$ cat src/core/hdlc_defines.svh
/*
  register offsets and reset values of the drive level and calibration
  register group.
  assumes: included by the register bank module and by the bench.
*/
`ifndef HDLC_DEFINES_SVH
`define HDLC_DEFINES_SVH

// ****************************************************************
// register offsets
// ****************************************************************
`define HDLC_OFS_CEILING   8'h15
`define HDLC_OFS_FULL_REF  8'h16
`define HDLC_OFS_OD_LIMIT  8'h17
`define HDLC_OFS_LOSS_COMP 8'h18
`define HDLC_OFS_BEMF      8'h19

// ****************************************************************
// reset values
// ****************************************************************
`define HDLC_RST_CEILING   8'hff
`define HDLC_RST_FULL_REF  8'h3f
`define HDLC_RST_OD_LIMIT  8'h89
`define HDLC_RST_LOSS_COMP 8'h0d
`define HDLC_RST_BEMF      8'h6d

// ****************************************************************
// scaling constants
// ****************************************************************
`define HDLC_FULL_SCALE    8'hff

`endif

$ cat src/core/hdlc_pkg.sv
/*
  types shared by the drive level and calibration register group.
  assumes: nothing beyond the defines header.
*/
package hdlc_pkg;

  // ****************************************************************
  // drive modes
  // ****************************************************************
  typedef enum logic [1:0] {
    HDLC_MODE_CLOSED = 2'b00,
    HDLC_MODE_OPEN   = 2'b01,
    HDLC_MODE_AUDIO  = 2'b10
  } hdlc_mode_e;

  // ****************************************************************
  // register state
  // ****************************************************************
  typedef struct packed {
    logic [7:0] ceiling_r;
    logic [7:0] full_ref_r;
    logic [7:0] od_limit_r;
    logic [7:0] loss_comp_r;
    logic [7:0] bemf_r;
    logic [7:0] rdata_r;
  } hdlc_state_s;

endpackage

$ cat src/core/hdlc_regs.sv
/*
  drive level and calibration register group of a haptic driver: five
  host registers, reference selection and output limiting.
  assumes: the serial bus front end hands over decoded single-byte
  accesses synchronous to sys_clk; the calibration engine pulses a
  done strobe with its two results.
*/
`timescale 1ns/1ns

`include "hdlc_defines.svh"

module hdlc_regs
  import hdlc_pkg::*;
(
  // clock and reset
  input  wire logic        sys_clk,
  input  wire logic        reset,
  // host register access
  input  wire logic        reg_wr,
  input  wire logic        reg_rd,
  input  wire logic [7:0]  reg_addr,
  input  wire logic [7:0]  reg_wdata,
  output logic      [7:0]  reg_rdata,
  output logic             reg_hit,
  // calibration results
  input  wire logic        cal_done,
  input  wire logic [7:0]  cal_loss_comp,
  input  wire logic [7:0]  cal_bemf,
  // playback engine
  input  wire logic [1:0]  drive_mode,
  input  wire logic        overdrive_active,
  input  wire logic [7:0]  drive_request,
  input  wire logic [1:0]  back_emf_gain_select,
  output logic      [7:0]  drive_level,
  output logic      [7:0]  full_scale_ref,
  output logic      [15:0] drive_gain,
  output logic      [15:0] feedback_gain
);

  // ****************************************************************
  // helpers
  // ****************************************************************
  // scale a level by code/255, rounding down
  function automatic logic [7:0] scale255(input logic [7:0] lvl,
                                          input logic [7:0] code);
    logic [15:0] prod;
    prod = 16'(lvl) * 16'(code);
    scale255 = 8'(prod / 16'(`HDLC_FULL_SCALE));
  endfunction

  function automatic logic [7:0] min8(input logic [7:0] a,
                                      input logic [7:0] b);
    min8 = (a < b) ? a : b;
  endfunction

  hdlc_state_s st_r;
  hdlc_state_s st_nxt;
  hdlc_mode_e  mode;

  assign mode = hdlc_mode_e'(drive_mode);

  // ****************************************************************
  // register file
  // ****************************************************************
  // host write, calibration store and read data
  always_comb begin
    st_nxt = st_r;
    if (reg_wr) begin
      unique case (reg_addr)
        `HDLC_OFS_CEILING:   st_nxt.ceiling_r   = reg_wdata;
        `HDLC_OFS_FULL_REF:  st_nxt.full_ref_r  = reg_wdata;
        `HDLC_OFS_OD_LIMIT:  st_nxt.od_limit_r  = reg_wdata;
        `HDLC_OFS_LOSS_COMP: st_nxt.loss_comp_r = reg_wdata;
        `HDLC_OFS_BEMF:      st_nxt.bemf_r      = reg_wdata;
        default: ;
      endcase
    end
    // calibration result wins over a host write in the same cycle
    if (cal_done) begin
      st_nxt.loss_comp_r = cal_loss_comp;
      st_nxt.bemf_r      = cal_bemf;
    end
    if (reg_rd) begin
      unique case (reg_addr)
        `HDLC_OFS_CEILING:   st_nxt.rdata_r = st_r.ceiling_r;
        `HDLC_OFS_FULL_REF:  st_nxt.rdata_r = st_r.full_ref_r;
        `HDLC_OFS_OD_LIMIT:  st_nxt.rdata_r = st_r.od_limit_r;
        `HDLC_OFS_LOSS_COMP: st_nxt.rdata_r = st_r.loss_comp_r;
        `HDLC_OFS_BEMF:      st_nxt.rdata_r = st_r.bemf_r;
        default:             st_nxt.rdata_r = 8'h00;
      endcase
    end
  end

  // state register with reset values
  always_ff @(posedge sys_clk) begin
    if (reset) begin
      st_r.ceiling_r   <= `HDLC_RST_CEILING;
      st_r.full_ref_r  <= `HDLC_RST_FULL_REF;
      st_r.od_limit_r  <= `HDLC_RST_OD_LIMIT;
      st_r.loss_comp_r <= `HDLC_RST_LOSS_COMP;
      st_r.bemf_r      <= `HDLC_RST_BEMF;
      st_r.rdata_r     <= 8'h00;
    end else begin
      st_r <= st_nxt;
    end
  end

  assign reg_rdata = st_r.rdata_r;
  assign reg_hit   = (reg_addr >= `HDLC_OFS_CEILING) &&
                     (reg_addr <= `HDLC_OFS_BEMF);

  // ****************************************************************
  // reference selection and drive limiting
  // ****************************************************************
  logic [7:0] ref_sel;
  logic [7:0] lvl_sel;

  // full-scale reference per mode and the level sent to the drive
  always_comb begin
    ref_sel = st_r.full_ref_r;
    lvl_sel = 8'h00;
    unique case (mode)
      HDLC_MODE_CLOSED: begin
        ref_sel = st_r.full_ref_r;
        // overdrive may pass the rating, up to the limit
        if (overdrive_active)
          lvl_sel = min8(drive_request, st_r.od_limit_r);
        else
          lvl_sel = scale255(st_r.full_ref_r, drive_request);
      end
      HDLC_MODE_OPEN: begin
        ref_sel = st_r.od_limit_r;
        lvl_sel = scale255(st_r.od_limit_r, drive_request);
      end
      HDLC_MODE_AUDIO: begin
        ref_sel = st_r.full_ref_r;
        lvl_sel = min8(drive_request, st_r.ceiling_r);
      end
      default: begin
        ref_sel = st_r.full_ref_r;
        lvl_sel = 8'h00;
      end
    endcase
  end

  logic [7:0]  lvl_q;
  logic [7:0]  ref_q;
  logic [15:0] gain_q;
  logic [15:0] fb_q;

  // output flops; gains are 8.8 fixed point
  always_ff @(posedge sys_clk) begin
    if (reset) begin
      lvl_q  <= 8'h00;
      ref_q  <= `HDLC_RST_FULL_REF;
      gain_q <= 16'h0100;
      fb_q   <= 16'h0000;
    end else begin
      lvl_q  <= lvl_sel;
      ref_q  <= ref_sel;
      // 1 + comp/255 in 8.8
      gain_q <= 16'h0100 + 16'({8'h00, st_r.loss_comp_r} *
                16'h0100 / 16'(`HDLC_FULL_SCALE));
      // in closed loop the feedback gain scales with the stored bemf level and gain select, else zero
      fb_q   <= (mode == HDLC_MODE_CLOSED) ?
                16'(({8'h00, st_r.bemf_r} << back_emf_gain_select)) :
                16'h0000;
    end
  end

  assign drive_level    = lvl_q;
  assign full_scale_ref = ref_q;
  assign drive_gain     = gain_q;
  assign feedback_gain  = fb_q;
endmodule

$ cat config.mk
export PLATFORM = sky130hd
export DESIGN_NAME = hdlc_regs
export DESIGN_NICKNAME = d
export VERILOG_FILES = /design/src/core/hdlc_pkg.sv /design/src/core/hdlc_regs.sv
export VERILOG_INCLUDE_DIRS = /design/src /design/src/core
export SDC_FILE = /design/constraint.sdc
export NUM_CORES = 1
export LEC_CHECK = 0
export ABC_AREA = 1
export BUFFER_PORTS_ARGS = -buffer_cell sky130_fd_sc_hd__buf_2
export CAP_MARGIN = 5
export CORE_ASPECT_RATIO = 1.5
export CORE_UTILIZATION = 30
export CTS_CLUSTER_SIZE = 10
export DETAILED_ROUTE_END_ITERATION = 8
export PLACE_DENSITY = 0.59
export SLEW_MARGIN = 20
export SYNTH_ARGS = -nofsm -noshare
export SYNTH_HDL_FRONTEND = slang
export SYNTH_SLANG_ARGS = --single-unit
$ cat constraint.sdc
create_clock -name sys_clk -period 8.4 [get_ports sys_clk]
set_input_delay 0.84 -clock sys_clk [delete_from_list [all_inputs] [get_ports sys_clk]]
set_output_delay 0.84 -clock sys_clk [all_outputs]
set_load 0.01 [all_outputs]
# Word level (Yosys, flattened, before mapping)
# Index checks and enable logic that the tools add are counted.
# op_classes
muxes	10
div	3
bitwise	1
n_shift	1
magnitude_cmp	4
n_eq_ne	7
reduce_logical	11
mul	2
n_addsub	1
# ops
cell	count
$div 16x8->16 const B	3
$mux 8	6
$eq 8x5->1 const B	5
$pmux 8 s5	1
$mul 8x8->16	2
$mux 16	2
$pmux 8 s3	1
$add 9x16->16 const A	1
$lt 8x8->1	2
$shl 8x2->16	1
$reduce_and 2->1	5
$ge 8x5->1 const B	1
$le 8x5->1 const B	1
$reduce_bool 2->1	3
$eq 2x1->1 const B	1
$eq 2x2->1 const B	1
$logic_not 2->1	1
$reduce_or 2->1	1
$logic_and 1x1->1	1
$not 1->1	1
# totals
inputBits	50
ff_bits	96
wordCells	50
output_inout_bits	57

# Logic depth before layout (Yosys ltp)
# Gate-level depths: netlist of run 1.
# depth
word_depth	4
ltp_mapped	72
mapped_depth_nobuf	71

# Worst setup path before layout of run 1
# Ideal clock, no wire load.
# synth_path
kind	input port to flip-flop
startpoint	input port drive_request[7]
endpoint	register lvl_q[0] (netlist: drive_level[0])
setup_slack_ns	-0.598
required_ns	8.263
cell_stages	62
n_path_buf	3
t_arrival_ns	8.861
setup_ns	0.137
path_cell_list	clkbuf_1 clkbuf_1 nand2_1 fa_1 fa_1 inv_1 fa_1 inv_1 fa_1 inv_1 ha_1 nand2_1 nand2_1 inv_1 nand2_1 nand2_1 nand3_1 nand2_1 (+26 left out) nor2_2 nand2_2 nand2_4 nand2_1 nand2_1 inv_1 ha_1 nand3_1 nor2_1 nand3_1 nand2_1 nor2_1 inv_1 nand2_1 nor2_1 nand3_1 nand2_1 a21oi_2
# synth_via
elab_chain_len	4
elab_cells_between_ends	10
classes_between	mul (2); div (2); order compare (2); mux (4)
# synth_lines
item	line_no	rtl
start: declaration	hdlc_regs.sv:32	input wire logic [7:0] drive_request,
$mul 8x8->16 or $lt 8x8->1 (tied branches)	hdlc_regs.sv:47, hdlc_regs.sv:53	
$div 16x8->16 or $mux 8 (tied branches)	hdlc_regs.sv:48, hdlc_regs.sv:53	
$mux 8	hdlc_regs.sv:127	if (overdrive_active)
$pmux 8 s3 (*)	hdlc_regs.sv:123	unique case (mode)
end signal: assignment	hdlc_regs.sv:160	lvl_q <= lvl_sel;
end: declaration	hdlc_regs.sv:147	logic [7:0] lvl_q;
# Mark *: on every way between the ends. The rest lies on a longest branch, timed or not.
# A chain may end at the register's enable or synchronous reset.

# Worst setup path after layout of run 1
# layout_path
startpoint	input port drive_request[3]
endpoint	register lvl_q[0] (netlist: drive_level[0])
# The elaborated chain is that of the path after synthesis.

==> impl_metrics.ini, run 1 <==
[status]
status = complete, but fails checks
violations = setup timing

[synthesis]
ys_seq_elements = 85
yosys.area_share.simple = 0.357
synth_most_common_cell = nand2_1
synth.area.mux_share = 0
yosysTopAreaCell = nand2_1
synth_xor_area_frac = 0.0148
synthesis.area_um2 = 12800
synth_top_flop_cell = dfxtp_1
netlist-cell-type-count = 60
synth_common_cells = 623 x nand2_1, 439 x inv_1, 141 x nor2_1
syn_avg_cell_area_um2 = 6.12
yosys_warnings = 0
synth_compound_area_frac = 0.126
synth-async-reset-ratio = 0
synth_top_area_frac = 0.183
synth_top_family_by_area = simple AND/OR/NAND/NOR gates
ys_seq_area_frac = 0.133
synth_area_leaders = nand2_1 18%, dfxtp_1 13%, inv_1 13%
postSynthCellCount = 2092
synthAdderAreaFrac = 0.206
synth_edf_count = 0

[worst_hold_path]
holdPathStages = 2
hold_end = st_r[21]
hold_path.class = register to register
hp-start = st_r[21]

[final_layout]
regArea_um2 = 1700
drive_gt1_frac = 0.338
final_util = 0.434
area_growth_pct = 42.2
layout.nets = 2697
multiInputGateArea_um2 = 10500
finalNonFillerCells = 3053
fillers = 4318

[die]
die_h_um = 255
placementRows = 92
die_w_um = 171
io_pins = 107
coreArea_um2 = 42000
start_util = 0.305
fp.dieArea_um2 = 43600

[detailed_routing]
vias_per_cell = 4.73
dr_total_vias = 14438
ant_nets = 0
drt_iter0_drc = 801
drc = 0
wl_um = 42600
dr.pass1.iters = 7
wl_per_cell_um = 14.0

[worst_setup_path]
worst_ep_arrival_time_ns = 9.05
timing.rr.end = drive_level[0]
slowest_delay_ns = 0.51
cp_data_required_time_ns = 8.62
cpMostUsedCell = nand2_2
worstReg2RegStart = st_r[28]
r2r_cells = 60
r2r_slack_ns = -0.28
crit_path_end_kind = register
cp_max_fo = 8
worstSetupPathType = input port to register
cp-start-kind = input port
crit_slowest_cell = fa_1

[clock_network]
cts.sinks = 85
clk_pin_slew_ns = 0.08
cts_inserted_buffers = 9
cts_tree = yes
clk_latency_ns = 0.35
cts_root_buf = clkbuf_16
cts_max_level = 3
clock_path_buffers = 2

[global_route]
grt_max_degree = 35
overflow = 0
grt_pass1_vias = 14386
antenna_found_initial = 6
grt_usage = 0.190
grt_pass1_wl_um = 66700

[power]
power.share.switching = 0.515
power.density_nw_per_um2 = 426
pwr-share-comb = 0.882
totalPowerFinal_mw = 7.77
internal_power_mw = 3.77
power_frac_seq = 0.056
power_frac_clock = 0.063
power_switching_mw = 4.00
p_leak_nw = 10.2
worst_ir_drop_vdd_uv = 350

[timing]
setup_viol = 2
fin_skew_ns = 0.0180
fin_ws_ns = -0.436
period_needed_ns = 8.84
relSlewSlack = 0.445
drv_slew = 0
timing.final.crit_share = 1.05
rsz0062_at_grt = yes
fmax_mhz = 113
final-hold-violation-count = 0
worstMarginPinSlew_ns = 0.829

[place]
port_buffers = 95
place_hpwl_um = 34100
place_congestion = 0.959
place_inst = 2947

[flow_run]
drv_cap = 0
-- timing repair --
item	in CTS	in global routing
cloned	1	0
buffers inserted	60	25
hold buffers	0	0
endpoints found under the setup margin	2	3
resized for setup	224	128
pin swaps	135	116
-- final cells by class --
| cell class | instances | share of cell area |
|---|---|---|
| tap | 564 | 0.0387 |
| sequential | 85 | 0.0934 |
| timing repair buffer | 437 | 0.175 |
| clock inverter | 7 | 0.00694 |
| antenna | 5 | 0.000687 |
| clock buffer | 9 | 0.0124 |
| multi-input combinational | 1484 | 0.577 |
| inverter | 462 | 0.0957 |
-- registers in the layout, summed over array words and instances, names as in the netlist --
signal / cells
drive_gain: 10
st_r: 40
full_scale_ref: 8
feedback_gain: 11
reg_rdata: 8
drive_level: 8
-- through the flow --
stage / hold slack, ns / TNS, ns / worst slack (ns) / cell area [um2]
global route: 0.510 / -1.70 / -0.919 / 18200
detailed placement: 0.476 / -2.70 / -1.44 / 15800
finish: 0.494 / -0.703 / -0.436 / 18200
CTS: 0.487 / -0.388 / -0.293 / 17500
global placement: 0.468 / -2.22 / -1.30 / 15800
floorplan: 0.435 / -0.261 / -0.200 / 13100
-- critical path: cells and delay by family --
family,cells,cell delay [ns]
buffers and inverters,9,0.93
adder cells (fa/ha/maj),6,2.38
AND/OR/NAND/NOR,47,4.40
AO/OA/AOI/OAI,3,0.46
-- worst max-delay path by stage --
| stage | start | to | slack [ns] | depth (start not counted) |
|---|---|---|---|---|
| after detailed placement | drive_request[5] | drive_level[0] | -1.44 | 65 |
| after global placement | drive_request[5] | drive_level[0] | -1.30 | 64 |
| after global routing | drive_request[5] | drive_level[0] | -0.92 | 60 |
| final | drive_request[3] | drive_level[0] | -0.44 | 65 |
| after CTS | drive_request[5] | drive_level[0] | -0.29 | 60 |
| after floorplan | drive_request[5] | drive_level[0] | -0.20 | 61 |
-- kinds of logic (layout without fill, tap and decap cells) --
kind of cell / Yosys count / in the layout
buf+inv: 534 / 915
xor+xnor: 20 / 20
flops: 85 / 85
other cells: 1 / 16
fa+ha+maj: 168 / 168
simple gates: 1021 / 1022
compound gates: 263 / 263
-- power by group through the flow --
stage | Sequential (mW) | Clock (mW) | Combinational [mW]
4_1_cts | 0.431 | 0.489 | 6.31
6_report | 0.432 | 0.487 | 6.85
5_1_grt | 0.432 | 0.507 | 7.60
3_3_place_gp | 0.440 | 0 | 5.63
2_1_floorplan | 0.442 | 0 | 3.43
3_5_place_dp | 0.440 | 0 | 5.67
-- layout by cell type (no fill, tap or decap), types with 25 or more instances in the layout --
cell type / count
nand2_1: 522
nand3_2: 30
ha_1: 78
nand3_1: 84
nand2_4: 42
inv_1: 410
fa_1: 67
nor2_1: 103
buf_4: 326
a21oi_1: 56
o211ai_1: 25
o21ai_0: 63
nand2_2: 104
nor2_4: 27
dfxtp_1: 85
inv_2: 46
nor2_2: 30
nand4_1: 32
buf_2: 89
-- layer usage --
metal / track usage / routed length [um] / share of wire / up-vias
li1: - / - / - / 7237
met1: 0.192 / 15600 / 0.37 / 6739
met2: 0.375 / 23100 / 0.54 / 339
met3: 0.0169 / 1610 / 0.038 / 121
met4: 0.105 / 2300 / 0.054 / 2
met5: 0 / 13 / 0.00031 / -
No activity file was read; power rests on OpenSTA's default activity.
==> run 2: changes to the inputs <==
PLACE_DENSITY = 0.58   (was 0.59)
SETUP_SLACK_MARGIN = 0.02   (was not set)
clock period = 9.4 ns   (was 8.4 ns; I/O delays follow)
==> run 2 against run 1 <==
- the flow now finishes without violations
- first-iteration DRC count shrank 31%
- power is 20% lower
- setup slack improved by 0.82 ns
- clock power is 11% lower
- die area is the same
- clock-buffer cell count stayed put
- critical path depth is 3 lower
- sequential power is 11% lower
- sequential cell count stayed put
- critical path type unchanged
- critical endpoint unchanged
- highest routed layer unchanged
==> impl_metrics.ini, run 2 (same netlist as run 1, synthesis figures left out) <==
[timing]
period_needed_ns = 9.02
relSlewSlack = 0.414
hold_slack_ns = 0.484
timing.final.crit_share = 0.959
setup_viol = 0
setup_tns_ns = 0
final-hold-violation-count = 0
fmax_mhz = 111
drv_slew = 0
worstMarginPinSlew_ns = 0.876
fin_skew_ns = 0.00996

[final_layout]
largest_reg_flops = 40
area_growth_pct = 29.1
final_common_cell = nand2_1
fillers = 4479
layout.nets = 2573
drive_gt1_frac = 0.260
final_cell_mix = 564 x nand2_1, 436 x inv_1, 214 x buf_4, 106 x nor2_1, 96 x nand3_1
top_register = st_r

[clock_network]
cts.sinks = 85
cts_tree = yes
cts_inserted_buffers = 9
cts_max_level = 3
clock_path_buffers = 2
cts_root_buf = clkbuf_16
clk_latency_ns = 0.36
clk_pin_slew_ns = 0.07

[power]
pwr-share-comb = 0.868
worst_ir_drop_vdd_uv = 334
internal_power_mw = 2.98
power.share.switching = 0.519
power.density_nw_per_um2 = 374
power_frac_clock = 0.070
p_leak_nw = 9.42
power_switching_mw = 3.21
power_frac_seq = 0.062
totalPowerFinal_mw = 6.18

[detailed_routing]
drc = 0
wl_um = 40400
dr_total_vias = 13860
dr.pass1.iters = 5
vias_per_cell = 4.73
wl_per_cell_um = 13.8
ant_nets = 0
drt_iter0_drc = 551

[global_route]
antenna_found_initial = 6
grt_pass1_vias = 13546
overflow = 0
grt_max_degree = 35
grt_usage = 0.182
grt_pass1_wl_um = 64200

[worst_setup_path]
cp-start-kind = input port
worst_ep_arrival_time_ns = 9.24
cp_max_fo = 8
worstSetupPathType = input port to register
slowest_delay_ns = 0.54
r2r_cells = 58
cp_data_required_time_ns = 9.62
crit_slowest_cell = fa_1
crit_path_end_kind = register
cpMostUsedCell = nand2_1

[die]
start_util = 0.305
coreArea_um2 = 42000
die_h_um = 255
placementRows = 92
fp.dieArea_um2 = 43600
io_pins = 107
die_w_um = 171

[place]
port_buffers = 95
place_hpwl_um = 33500
place_congestion = 0.919

[worst_hold_path]
holdPathStages = 2
hold_path.class = register to register

[status]
status = completed

[flow_run]
drv_cap = 0
## run 2: final timing paths
kind,from,to,slack [ns]
setup reg to reg,st_r[27],drive_level[0],0.51
hold reg to reg,st_r[21],st_r[21],0.48
setup / recovery,drive_request[3],drive_level[0],0.38
hold / removal,st_r[21],st_r[21],0.48
## run 2: what timing repair did
action | CTS | global route
endpoints found under the hold margin | 0 | 0
pin swaps | 18 | 100
setup buffers | 4 | 35
cloned | 0 | 1
setup endpoints to repair | 2 | 2
resized for setup | 34 | 189
hold buffers | 0 | 0
## run 2: power by group through the flow
stage / Combinational, mW / Clock (mW) / Sequential, mW
after floorplan: 2.98 / 0 / 0.395
after global placement: 4.80 / 0 / 0.393
after detailed placement: 4.83 / 0 / 0.394
after CTS: 4.89 / 0.435 / 0.386
after global routing: 6.00 / 0.450 / 0.387
final: 5.37 / 0.431 / 0.386
## run 2: critical path, delay by kind of cell
family                   cells  cell delay (ns)
XOR/XNOR                     1             0.13
AND/OR/NAND/NOR             41             4.11
AO/OA/AOI/OAI                3             0.44
buffers and inverters       11             1.18
adder cells (fa/ha/maj)      6             2.36
## run 2: layout make-up
class | count | area (um2) | share of cell area
clock inverter | 7 | 129 | 0.00779
inverter | 462 | 1740 | 0.105
clock buffer | 9 | 225 | 0.0136
tap | 564 | 706 | 0.0427
timing repair buffer | 313 | 2180 | 0.132
antenna | 4 | 10.0 | 0.000605
multi-input combinational | 1484 | 9850 | 0.596
sequential | 85 | 1700 | 0.103
## run 2: through the flow
step / std cells / util / area, um2 / worst slack (ns)
floorplan: 2102 / - / 12800 / 0.302
global placement: 2868 / 0.358 / 15000 / -0.718
detailed placement: 2868 / 0.358 / 15000 / -0.769
CTS: 2888 / 0.371 / 15600 / 0.0202
global route: 2928 / 0.394 / 16500 / -0.0821
finish: 2928 / 0.394 / 16500 / 0.382
## run 2: metal layers
layer / global-route usage / wire (um) / vias up
li1: - / - / 6992
met1: 0.191 / 15400 / 6467
met2: 0.359 / 22200 / 295
met3: 0.0216 / 1510 / 102
met4: 0.0757 / 1290 / 4
met5: 0 / 25 / -
